==> config.mk <==
export PLATFORM = sky130hd
export DESIGN_NAME = pdm_controller
export DESIGN_NICKNAME = d
export VERILOG_FILES = /design/src/logic/pdm_clk_div.v /design/src/logic/pdm_controller.v
export VERILOG_INCLUDE_DIRS = /design/src /design/src/logic
export SDC_FILE = /design/constraint.sdc
export NUM_CORES = 1
export LEC_CHECK = 0
export BUFFER_PORTS_ARGS = -buffer_cell sky130_fd_sc_hd__buf_2
export CAP_MARGIN = 10
export CORE_UTILIZATION = 35
export CTS_CLUSTER_DIAMETER = 150
export DETAILED_ROUTE_END_ITERATION = 10
export PLACE_DENSITY_LB_ADDON = 0.2
export SLEW_MARGIN = 0
export SYNTH_ARGS = -nofsm -noshare
export SYNTH_HDL_FRONTEND = slang
export SYNTH_SLANG_ARGS = --single-unit
export TNS_END_PERCENT = 10
==> constraint.sdc <==
create_clock -name clock -period 9 [get_ports clock]
set_clock_uncertainty 0.15 [all_clocks]
set_input_delay 1.35 -clock clock [delete_from_list [all_inputs] [get_ports clock]]
set_output_delay 1.35 -clock clock [all_outputs]
set_load 0.01 [all_outputs]
==> src/logic/pdm_consts.vh <==
// Constants for the power-down mode controller: offsets, fields, resets and timing.
`ifndef PDM_CONSTS_VH
`define PDM_CONSTS_VH

// Register byte offsets on the Avalon-MM slave.
`define PDM_OFS_SYSCTL_ONE 4'h0
`define PDM_OFS_SYSCTL_TWO 4'h4
`define PDM_OFS_MSTOP_TWO 4'h8
`define PDM_OFS_STATUS 4'hC

// Field positions of system_control_one.
`define PDM_STANDBY_SEL_BIT 7
`define PDM_WAKE_WAIT_HI 6
`define PDM_WAKE_WAIT_LO 4

// Field positions of system_control_two.
`define PDM_SLEEP_MODE_SEL_BIT 7
`define PDM_DIRECT_TRANS_BIT 5
`define PDM_ACT_CLK_HI 4
`define PDM_ACT_CLK_LO 2

// Field position of module_stop_control_two.
`define PDM_TIMER_B1_STBY_BIT 4

// Reset values of the writable registers.
`define PDM_RST_SYSCTL_ONE 8'h00
`define PDM_RST_SYSCTL_TWO 8'h00
`define PDM_RST_MSTOP_TWO 8'h00

// Writable bit masks; every other bit reads as zero.
`define PDM_MASK_SYSCTL_ONE 8'hF0
`define PDM_MASK_SYSCTL_TWO 8'hBC
`define PDM_MASK_MSTOP_TWO 8'h10

// Operating clock divider ratios.
`define PDM_DIV_16 7'h10
`define PDM_DIV_32 7'h20
`define PDM_DIV_64 7'h40

// Clock rate and timing figures.
`define PDM_CLOCK_MHZ 10
`define PDM_POR_TIME_US 100
`define PDM_WAKE_WAIT_BASE 16'h0010
`define PDM_POR_WAIT_CYCLES 16'h03E8

// Mode codes shown in the status register.
`define PDM_MODE_ACTIVE 3'h0
`define PDM_MODE_SLEEP 3'h1
`define PDM_MODE_SUBSLEEP 3'h2
`define PDM_MODE_STANDBY 3'h3
`define PDM_MODE_WAKE_WAIT 3'h4
`define PDM_MODE_RESET_HOLD 3'h5
`define PDM_MODE_POR_WAIT 3'h6

`endif

==> src/logic/pdm_clk_div.v <==
// Operating clock divider that turns the clock select code into a tick.
`timescale 1ns/1ps
`include "pdm_consts.vh"

module pdm_clk_div (
  // Clock and reset.
  input wire clock,
  input wire reset,
  // Selected operating clock code.
  input wire [2:0] divSel,
  // One-cycle enable at the operating frequency.
  output reg tickReg
);

  reg [6:0] countReg;
  reg [6:0] divisor;

  // Decode the select code; codes 0xx and 100 run undivided.
  always @* begin
    case (divSel)
      3'h5: divisor = `PDM_DIV_16;
      3'h6: divisor = `PDM_DIV_32;
      3'h7: divisor = `PDM_DIV_64;
      default: divisor = 7'h01;
    endcase
  end

  // Counting down; a count at or above a new smaller ratio reloads at once with a tick, so spacing is not kept.
  always @(posedge clock) begin
    if (reset) begin
      countReg <= 7'h00;
      tickReg <= 1'b0;
    end else if (countReg == 7'h00 || countReg >= divisor) begin
      countReg <= divisor - 7'h01;
      tickReg <= 1'b1;
    end else begin
      countReg <= countReg - 7'h01;
      tickReg <= 1'b0;
    end
  end

endmodule // pdm_clk_div

==> src/logic/pdm_controller.v <==
// Power-down mode controller with its Avalon-MM register slave.
//
// Implementation choices: the address map and the Avalon-MM interface to the registers.
`timescale 1ns/1ps
`include "pdm_consts.vh"

// Function
// - Timer B1 standby bit stops its clock.
// - Reserved stop-register bits read zero.
// - Sleep instruction decodes sleep, subsleep, standby.
// - Direct transition stays active, new frequency.
// - Disabled direct interrupt falls back to sleep.
// - Masked direct attempt enters unwakeable sleep.
// - Transition with subsleep select resets three peripherals.
// - Sleep halts CPU, peripherals keep clocking.
// - Interrupt in sleep wakes at once.
// - Masked or disabled interrupts never wake.
// - Reset pin low in sleep resets CPU.
// - Standby halts oscillator; ports float.
// - Deep wake waits selected oscillator settle time.
// - Subsleep halts oscillator; ports hold levels.
// - Reset from deep mode waits power-on time.
// - Clock select applies after next sleep.
// - Deep modes reset three, retain others.
// - Clock select codes map to divide ratios.
module pdm_controller #(
  // Power-on settle count in clock cycles; the default spans 100 us at 10 MHz.
  parameter [15:0] POR_WAIT_CYCLES = `PDM_POR_WAIT_CYCLES
) (
  // Clock and synchronous reset.
  input wire clock,
  input wire reset,
  // Avalon-MM register slave.
  input wire [3:0] address,
  input wire read,
  input wire write,
  input wire [3:0] byteenable,
  input wire [31:0] writedata,
  output reg [31:0] readdata,
  output reg waitrequest,
  // CPU core side.
  input wire sleepExec,
  input wire interruptMaskBit,
  input wire irqPending,
  input wire directTransIntEnable,
  // External reset pin, asynchronous to the clock.
  input wire externalReset_n,
  // Clock and power controls.
  output reg oscEnableReg,
  output reg cpuHaltReg,
  output reg cpuResetReg,
  output reg periphHaltReg,
  output reg periphTickReg,
  output reg timerB1StopReg,
  output reg tvSciAdcResetReg,
  output reg ioHighZReg,
  output reg ioHoldReg,
  // Exception starts and mode.
  output reg intExceptionStartReg,
  output reg resetExceptionStartReg,
  output reg [2:0] modeReg
);

  // Register state.
  reg [7:0] sysCtlOneReg;
  reg [7:0] sysCtlTwoReg;
  reg [7:0] mStopTwoReg;
  reg [2:0] activeClkReg;

  // Sequencer state, counters and their next values.
  reg [2:0] stateReg;
  reg [2:0] stateNext;
  reg [15:0] countReg;
  reg [15:0] countNext;
  reg fromDeepReg;
  reg fromDeepNext;
  reg periphPulseNext;
  reg intStartNext;
  reg rstStartNext;
  reg [2:0] activeClkNext;

  // Pin synchroniser, bus read byte and the divided tick.
  reg resetSync1Reg;
  reg resetSync2Reg;
  reg [7:0] readByte;
  wire divTick;

  // Register fields and the conditions the sequencer decodes.
  wire standbySel = sysCtlOneReg[`PDM_STANDBY_SEL_BIT];
  wire [2:0] wakeWaitSel = sysCtlOneReg[`PDM_WAKE_WAIT_HI:`PDM_WAKE_WAIT_LO];
  wire sleepModeSel = sysCtlTwoReg[`PDM_SLEEP_MODE_SEL_BIT];
  wire directTrans = sysCtlTwoReg[`PDM_DIRECT_TRANS_BIT];
  wire [2:0] actClkSel = sysCtlTwoReg[`PDM_ACT_CLK_HI:`PDM_ACT_CLK_LO];
  // The pin is read only after its second flip-flop.
  wire pinLow = ~resetSync2Reg;
  // Enable-bit gating happens at the source, so only the mask bit is applied here.
  wire wakeReq = irqPending & ~interruptMaskBit;
  wire [15:0] wakeWaitCycles = `PDM_WAKE_WAIT_BASE << wakeWaitSel;
  wire busReq = read | write;

  // The pin crosses into the clock domain through two flip-flops.
  // Both stages reset high, the idle pin level, so leaving reset is not a pin event.
  always @(posedge clock) begin
    if (reset) begin
      resetSync1Reg <= 1'b1;
      resetSync2Reg <= 1'b1;
    end else begin
      resetSync1Reg <= externalReset_n;
      resetSync2Reg <= resetSync1Reg;
    end
  end

  // Read mux; only defined bits are returned, reserved ones stay zero.
  always @* begin
    case (address)
      `PDM_OFS_SYSCTL_ONE: readByte = sysCtlOneReg;
      `PDM_OFS_SYSCTL_TWO: readByte = sysCtlTwoReg;
      `PDM_OFS_MSTOP_TWO: readByte = mStopTwoReg & `PDM_MASK_MSTOP_TWO;
      // Status shows the committed clock code, not the one waiting in the register.
      `PDM_OFS_STATUS: readByte = {2'h0, activeClkReg, stateReg};
      default: readByte = 8'h00;
    endcase
  end

  // Bus slave: one wait cycle, the transfer completes at the edge waitrequest is low.
  // Reads and writes share one fixed latency, which keeps the master simple.
  always @(posedge clock) begin
    if (reset) begin
      waitrequest <= 1'b1;
      readdata <= 32'h00000000;
      sysCtlOneReg <= `PDM_RST_SYSCTL_ONE;
      sysCtlTwoReg <= `PDM_RST_SYSCTL_TWO;
      mStopTwoReg <= `PDM_RST_MSTOP_TWO;
    end else if (busReq && waitrequest) begin
      waitrequest <= 1'b0;
      readdata <= {24'h000000, readByte};
    end else begin
      waitrequest <= 1'b1;
      if (write && !waitrequest && byteenable[0]) begin
        case (address)
          `PDM_OFS_SYSCTL_ONE: sysCtlOneReg <= writedata[7:0] & `PDM_MASK_SYSCTL_ONE;
          `PDM_OFS_SYSCTL_TWO: sysCtlTwoReg <= writedata[7:0] & `PDM_MASK_SYSCTL_TWO;
          `PDM_OFS_MSTOP_TWO: mStopTwoReg <= writedata[7:0] & `PDM_MASK_MSTOP_TWO;
          // The status slot is read-only and unmapped slots are dropped.
          default: mStopTwoReg <= mStopTwoReg;
        endcase
      end
    end
  end

  // Mode sequencer: decides the next mode from the mode bits caught at the sleep instruction.
  always @* begin
    stateNext = stateReg;
    countNext = countReg;
    fromDeepNext = fromDeepReg;
    activeClkNext = activeClkReg;
    periphPulseNext = 1'b0;
    intStartNext = 1'b0;
    rstStartNext = 1'b0;
    if (pinLow) begin
      // The pin overrides every mode; deep modes restart the oscillator first.
      if (stateReg == `PDM_MODE_STANDBY || stateReg == `PDM_MODE_SUBSLEEP ||
          stateReg == `PDM_MODE_WAKE_WAIT) begin
        fromDeepNext = 1'b1;
      end
      stateNext = `PDM_MODE_RESET_HOLD;
    end else begin
      case (stateReg)
        `PDM_MODE_ACTIVE: begin
          if (sleepExec) begin
            // The mode is chosen from the bits as they stand at this edge only.
            // Operating clock changes only here, never on the register write.
            activeClkNext = actClkSel;
            // A transition made with the subsleep select set clears three peripherals.
            periphPulseNext = sleepModeSel;
            if (directTrans && directTransIntEnable && !interruptMaskBit) begin
              stateNext = `PDM_MODE_ACTIVE;
            end else if (directTrans) begin
              // Fallback; with the mask set no interrupt can wake it later.
              stateNext = sleepModeSel ? `PDM_MODE_SUBSLEEP : `PDM_MODE_SLEEP;
            end else if (standbySel) begin
              stateNext = `PDM_MODE_STANDBY;
            end else begin
              stateNext = sleepModeSel ? `PDM_MODE_SUBSLEEP : `PDM_MODE_SLEEP;
            end
          end
        end
        // The oscillator still runs, so an unmasked request wakes on the next edge.
        `PDM_MODE_SLEEP: begin
          if (wakeReq) begin
            stateNext = `PDM_MODE_ACTIVE;
            intStartNext = 1'b1;
          end
        end
        // Deep modes let the restarted oscillator settle before any instruction runs.
        `PDM_MODE_SUBSLEEP, `PDM_MODE_STANDBY: begin
          if (wakeReq) begin
            stateNext = `PDM_MODE_WAKE_WAIT;
            countNext = wakeWaitCycles;
          end
        end
        // A pin reset during the settle wait is taken by the override above.
        `PDM_MODE_WAKE_WAIT: begin
          if (countReg <= 16'h0001) begin
            stateNext = `PDM_MODE_ACTIVE;
            intStartNext = 1'b1;
          end else begin
            countNext = countReg - 16'h0001;
          end
        end
        `PDM_MODE_RESET_HOLD: begin
          // Pin has risen; deep modes wait out the power-on settle time.
          if (fromDeepReg) begin
            stateNext = `PDM_MODE_POR_WAIT;
            countNext = POR_WAIT_CYCLES;
          end else begin
            stateNext = `PDM_MODE_ACTIVE;
            rstStartNext = 1'b1;
          end
          fromDeepNext = 1'b0;
        end
        // The CPU stays in reset until the power-on count runs out.
        `PDM_MODE_POR_WAIT: begin
          if (countReg <= 16'h0001) begin
            stateNext = `PDM_MODE_ACTIVE;
            rstStartNext = 1'b1;
          end else begin
            countNext = countReg - 16'h0001;
          end
        end
        // An unused code returns to active rather than locking the chip up.
        default: stateNext = `PDM_MODE_ACTIVE;
      endcase
    end
  end

  // Sequencer state.
  always @(posedge clock) begin
    if (reset) begin
      stateReg <= `PDM_MODE_ACTIVE;
      countReg <= 16'h0000;
      fromDeepReg <= 1'b0;
      activeClkReg <= 3'h0;
    end else begin
      stateReg <= stateNext;
      countReg <= countNext;
      fromDeepReg <= fromDeepNext;
      activeClkReg <= activeClkNext;
    end
  end

  // Operating clock tick from the committed select code.
  // A smaller ratio reloads the count at once, so its first tick may come early.
  pdm_clk_div pdm_clk_div_inst (
    .clock(clock),
    .reset(reset),
    .divSel(activeClkReg),
    .tickReg(divTick)
  );

  // Control outputs registered from the next mode so they line up with modeReg.
  always @(posedge clock) begin
    if (reset) begin
      modeReg <= `PDM_MODE_ACTIVE;
      oscEnableReg <= 1'b1;
      cpuHaltReg <= 1'b0;
      cpuResetReg <= 1'b0;
      periphHaltReg <= 1'b0;
      periphTickReg <= 1'b0;
      timerB1StopReg <= 1'b0;
      tvSciAdcResetReg <= 1'b0;
      ioHighZReg <= 1'b0;
      ioHoldReg <= 1'b0;
      intExceptionStartReg <= 1'b0;
      resetExceptionStartReg <= 1'b0;
    end else begin
      modeReg <= stateNext;
      // Oscillator off only while parked in a deep mode; wake and reset restart it.
      oscEnableReg <= !(stateNext == `PDM_MODE_STANDBY ||
                        stateNext == `PDM_MODE_SUBSLEEP);
      // Every mode but active stops instruction fetch; registers keep their contents.
      cpuHaltReg <= stateNext != `PDM_MODE_ACTIVE;
      cpuResetReg <= stateNext == `PDM_MODE_RESET_HOLD ||
                     stateNext == `PDM_MODE_POR_WAIT;
      periphHaltReg <= stateNext == `PDM_MODE_STANDBY ||
                       stateNext == `PDM_MODE_SUBSLEEP ||
                       stateNext == `PDM_MODE_WAKE_WAIT;
      // Peripherals keep the divided clock in sleep but not in deep modes.
      periphTickReg <= divTick && (stateNext == `PDM_MODE_ACTIVE ||
                                   stateNext == `PDM_MODE_SLEEP);
      // Timer B1 standby follows its stop bit one cycle after the write lands.
      timerB1StopReg <= mStopTwoReg[`PDM_TIMER_B1_STBY_BIT];
      tvSciAdcResetReg <= periphPulseNext || stateNext == `PDM_MODE_STANDBY ||
                          stateNext == `PDM_MODE_SUBSLEEP;
      // Standby floats the ports while subsleep holds their levels.
      ioHighZReg <= stateNext == `PDM_MODE_STANDBY;
      ioHoldReg <= stateNext == `PDM_MODE_SUBSLEEP;
      // Exception starts are single-cycle strobes toward the CPU core.
      intExceptionStartReg <= intStartNext;
      resetExceptionStartReg <= rstStartNext;
    end
  end

endmodule // pdm_controller

# Yosys cells after proc, flatten, opt, wreduce, memory -nomap -nowiden
# Cells that the tools add are included.
[classes]
n_bitwise = 5
reduce_logical = 34
shift = 1
muxes = 31
magnitude_cmp = 2
addsub = 3
eq_ne = 22
[op_table]
columns = ["operator", "n"]
rows = [
  ["$mux W16", 3],
  ["$pmux W16 S3", 1],
  ["$pmux W8 S4", 1],
  ["$eq A3 B3 Y1 const B", 9],
  ["$pmux W7 S3", 1],
  ["$mux W3", 6],
  ["$le A16 B1 Y1 const B", 1],
  ["$shl A5 B3 Y16 const A", 1],
  ["$sub A16 B1 Y16 const B", 1],
  ["$pmux W3 S5", 1],
  ["$sub A7 B1 Y7 const B", 2],
  ["$eq A3 B2 Y1 const B", 4],
  ["$reduce_and A3 Y1", 4],
  ["$mux W1", 11],
  ["$logic_or A1 B1 Y1", 9],
  ["$eq A4 B4 Y1 const B", 2],
  ["$mux W2", 4],
  ["$ge A7 B7 Y1", 1],
  ["$logic_not A7 Y1", 1],
  ["$mux W7", 1],
  ["$eq A3 B1 Y1 const B", 2],
  ["$logic_and A1 B1 Y1", 6],
  ["$logic_not A3 Y1", 2],
  ["$ne A2 B2 Y1 const B", 3],
  ["13 further kinds", 21],
]
[word_totals]
elab_cells = 122
register_bits = 63
out_inout_bits = 47

# Logic depth before layout (Yosys ltp)
[depth]
depth_word = 10
depth_mapped = 12
depth_no_buf = 11

# Hierarchy
# From an unflattened synthesis, not the netlist that was laid out.
[unflattened]
hier_cells = 407
area_unflattened_um2 = 3388.2
[modules_own_cells]
columns = ["module", "cells_each", "area_per_inst_um2", "instances"]
rows = [
  ["pdm_controller", 343, 2837.7, 1],
  ["pdm_clk_div", 64, 550.5, 1],
]

# Worst setup path before layout
# OpenSTA, ideal clock, no wires.
[synth_timing]
path_type = "input-to-reg"
from = "input port sleepExec"
to = "register oscEnableReg"
arrival_ps = 2831
setup_time_ps = 123
path_buffers = 0
setup_slack_ps = 5896
stages = 4
required_ps = 8727
cell_sequence = "nor4b_1 -> a221o_1 -> o221ai_1 -> or2_2"
[synth_via]
elab_chain_cells = 6
word_cells_on_any_way = 7
classes_between = "eq/ne (2); mux (3); reduce/logical (2)"
[synth_rtl]
columns = ["item", "line_no", "source"]
rows = [
  ["start, declared", "pdm_controller.v:42", "input wire sleepExec,"],
  ["$mux W3 *", "pdm_controller.v:170", "if (sleepExec) begin"],
  ["$pmux W3 S5 *", "pdm_controller.v:168", "case (stateReg)"],
  ["$mux W3 *", "pdm_controller.v:160", "if (pinLow) begin"],
  ["$eq A3 B2 Y1 (no source line)", "-", ""],
  ["$logic_or A1 B1 Y1 (no source line) *", "-", ""],
  ["$logic_not A1 Y1 *", "pdm_controller.v:279", "oscEnableReg <= !(stateNext == `PDM_MODE_STANDBY ||"],
  ["end signal, assigned", "pdm_controller.v:279", ""],
  ["end, declared", "pdm_controller.v:49", "output reg oscEnableReg,"],
]
# Every way passes the cells marked *; elsewhere a longest branch is shown, timed or not.
# A chain may end at the register's enable or synchronous reset.

# Worst setup path in the final report
[layout_timing]
from = "register activeClkReg[0]"
to = "register pdm_clk_div_inst.countReg[4]"
[layout_via]
elab_chain_cells = 5
word_cells_on_any_way = 8
classes_between = "add/sub (1); order compare (1); eq/ne (3); mux (2); reduce/logical (1)"
[layout_rtl]
columns = ["item", "line_no", "source"]
rows = [
  ["start, declared", "pdm_controller.v:68", "reg [2:0] activeClkReg;"],
  ["start signal, assigned", "pdm_controller.v:248", "activeClkReg <= activeClkNext;"],
  ["$eq A3 B3 Y1", "pdm_clk_div.v:20", "case (divSel)"],
  ["$pmux W7 S3 *", "pdm_clk_div.v:20", ""],
  ["$ge A7 B7 Y1", "pdm_clk_div.v:33", "end else if (countReg == 7'h00 || countReg >= divisor) begin"],
  ["$logic_or A1 B1 Y1", "pdm_clk_div.v:33", ""],
  ["$mux W7 *", "pdm_clk_div.v:33", ""],
  ["end signal, assigned", "pdm_clk_div.v:34", "countReg <= divisor - 7'h01;"],
  ["end signal, assigned", "pdm_clk_div.v:37", "countReg <= countReg - 7'h01;"],
  ["end, declared", "pdm_clk_div.v:15", "reg [6:0] countReg;"],
]
# Marks and branches as above.

==> reports/metrics.yaml <==
cts:
  clk_latency_ns: 0.34
  tritoncts: "built"
  htreeDepth: 3
  max-clock-path-buffers: 2
  cts-hold-fix-buffers: 0
  cts_sinks: 63
  cts_resized: 0
  cts_inserted_buffers: 9
  post_cts_buffers: 0
  path_clk_slew_ns: 0.06
  cts-root-buf: "clkbuf_8"
logic_synthesis:
  synth.area.top_cells: "dfxtp_1 38%, buf_4 5.4%, nor2_1 5.1%"
  async_reset_ff_frac: 0
  synthesis.area_um2: 3340
  synth_top_flop_cell: "dfxtp_1"
  synth_edf_count: 0
  synth_top_area_share: 0.378
  yosysTopAreaCell: "dfxtp_1"
  synthCells: 398
  yosysSeqAreaShare: 0.378
  ys_ff_latch: 63
  yosysWarningCount: 0
  ys_types: 61
  syn_area_per_cell_um2: 8.39
min_path:
  hold_class: "reg2reg"
placed_design:
  gp_congestion: 0.802
  io_buffers: 42
  dpl.cell_count: 549
  dp_slack_ns: 5.76
  dpl.hpwl_um: 5580
critical_path:
  slowest_stage: "and3_1"
  worst_setup_path_start_kind: "register"
  crit_family: "compound AO/OA/AOI/OAI gates"
  cp.arrival_ns: 3.34
  reg2regPathDepth: 10
  crit_end: "pdm_clk_div_inst.countReg[4]"
  critPathMaxFanout: 10
  critPathLaunch: "activeClkReg[0]"
  path_class: "reg2reg"
  path_cells: "o21ai_0, ha_1, nor4_1, a21o_1, and3_1, a21o_1, ha_1, nor3b_1, xnor2_1, a211oi_1"
  crit_cells: 10
  max_stage_delay_ns: 0.40
  timing.rr.end: "pdm_clk_div_inst.countReg[4]"
  reg2reg_from: "activeClkReg[0]"
  crit_required_ns: 9.09
  path_buf_inv: 0
  ff2ff_setup_slack_ns: 5.75
  cp-end-kind: "register"
floorplanning:
  rows: 35
  die_y_um: 99.7
  die-area_um2: 9940
  io_pins: 96
  start_util: 0.362
  dieWidth_um: 99.7
  core_area_um2: 9240
routing:
  vias: 2943
  drt_iter0_drc: 124
  ant_nets: 0
  drc_errors: 0
  first_pass_iters: 4
  totalWireLength_um: 7990
  routedWlPerCell_um: 14.2
  drt-vias-per-instance: 5.23
final_layout:
  area_growth_syn_to_layout_pct: 11.6
  fillers: 949
  drive_gt1_frac: 0.157
  final_nets: 487
  stdcell_count: 563
  antenna_cells: 0
global_route:
  grt_pass1_wl_um: 13000
  grt_use_total: 0.167
  grt_overflow: 0
  grt_max_degree: 49
  first_global_vias: 2710
  antenna_found_initial: 0
timing:
  period_share: 0.361
  layout_setup_ws_ns: 5.75
  worst_hold_slack_ns: 0.266
  fin_crit_ns: 3.25
  timing.final.max_slew_violations: 0
  fin_tns_setup_ns: 0
  maxSlewHeadroom: 0.362
  fmax_mhz: 308
  hold_viol_final: 0
  tightest_slew_ns: 0.950
  rsz0062_at_grt: "false"
  setup_viol: 0
power:
  peakVddDrop_uv: 140
  power_leakage_nw: 1.55
  power_density_nw_per_um2: 211
  total_power_w: 0.000785
job:
  drv_cap: 0
status:
  status: "finished clean"
==> area by class of cell <==
cell class                 instances  area, um2  share of cell area
timing repair buffer              45        233              0.0624
multi-input combinational        302       1860               0.498
clock buffer                      13        149              0.0399
sequential                        63       1260               0.338
inverter                          10       37.5              0.0101
clock inverter                     1       30.0             0.00806
tap                              129        161              0.0433
==> power by group <==
part / internal [W] / switching, W / leakage [nW]
registers: 0.000300 / 0.0000189 / 0.511
clock network: 0.000133 / 0.000104 / 0.0896
logic: 0.0000942 / 0.000135 / 0.944
total: 0.000527 / 0.000258 / 1.55
==> sequential cells by signal, summed over array words and instances, names as in the netlist, 3 cells and up <==
| signal | flops |
|---|---|
| activeClkReg | 3 |
| countReg | 16 |
| modeReg | 3 |
| pdm_clk_div_inst.countReg | 7 |
| readdata | 8 |
| sysCtlOneReg | 4 |
| sysCtlTwoReg | 5 |
==> cells in the final DEF (no fill, tap or decap), types with 8 or more instances in the layout <==
cell / netlist / layout
mux2i_1: 13 / 13
nor2_1: 45 / 45
o21ai_0: 8 / 8
dfxtp_1: 63 / 63
conb_1: 1 / 24
a211oi_1: 8 / 8
or4_1: 9 / 9
nand2_1: 18 / 18
nor3_1: 16 / 16
inv_1: 10 / 10
a21oi_1: 30 / 30
buf_2: 2 / 42
clkbuf_8: 0 / 10
nand3_1: 14 / 14
==> cells in the mapped netlist, types with 3 or more instances <==
master,instances
a211oi_1,8
a21oi_1,30
a22oi_1,3
a31oi_1,6
a32oi_1,4
buf_4,24
clkbuf_1,18
dfxtp_1,63
ha_1,7
inv_1,10
mux2i_1,13
nand2_1,18
nand2b_1,7
nand3_1,14
nand4_1,4
nor2_1,45
nor2b_1,3
nor3_1,16
nor3b_1,6
nor4_1,6
o211ai_1,3
o21ai_0,8
o21ai_1,3
o22ai_1,3
o31ai_1,7
or2_2,6
or3_1,5
or4_1,9
xor2_1,6
==> worst min-delay path by stage <==
stage / slack, ns / start / end / cells after the start
floorplan: 0.24 / resetSync1Reg / resetSync2Reg / 1
global placement: 0.25 / resetSync1Reg / resetSync2Reg / 1
detailed placement: 0.25 / resetSync1Reg / resetSync2Reg / 1
CTS: 0.27 / resetSync1Reg / resetSync2Reg / 1
global route: 0.29 / resetSync1Reg / resetSync2Reg / 1
finish: 0.27 / resetSync1Reg / resetSync2Reg / 1
==> worst register-to-register path, stage by stage, from the launching register on <==
cell,delay (ns)
dfxtp_1,0.37
o21ai_0,0.35
ha_1,0.30
nor4_1,0.30
a21o_1,0.19
and3_1,0.40
a21o_1,0.20
ha_1,0.31
nor3b_1,0.26
xnor2_1,0.09
a211oi_1,0.23
==> logic make-up after synthesis <==
logic type	synth area share
AND/OR/NAND/NOR	0.234
flip-flops	0.378
buffers and inverters	0.0929
XOR/XNOR	0.0210
multiplexers	0.0558
other	0.00112
adder cells (fa/ha/maj)	0.0262
AO/OA/AOI/OAI	0.191
==> stage by stage <==
step	area (um2)	util
6_report	3730	0.403
5_1_grt	3730	0.403
4_1_cts	3730	0.403
3_5_place_dp	3550	0.384
3_3_place_gp	3550	0.384
2_1_floorplan	3430	-
==> metal layers <==
metal  GRT usage  vias up  wire length [um]
met2       0.265       84              3650
met1       0.218     1375              3850
met3      0.0401       14               368
met4      0.0645        0               121
li1            -     1470                 -
met5           0        -                 0
No activity file was read; power rests on OpenSTA's default activity.
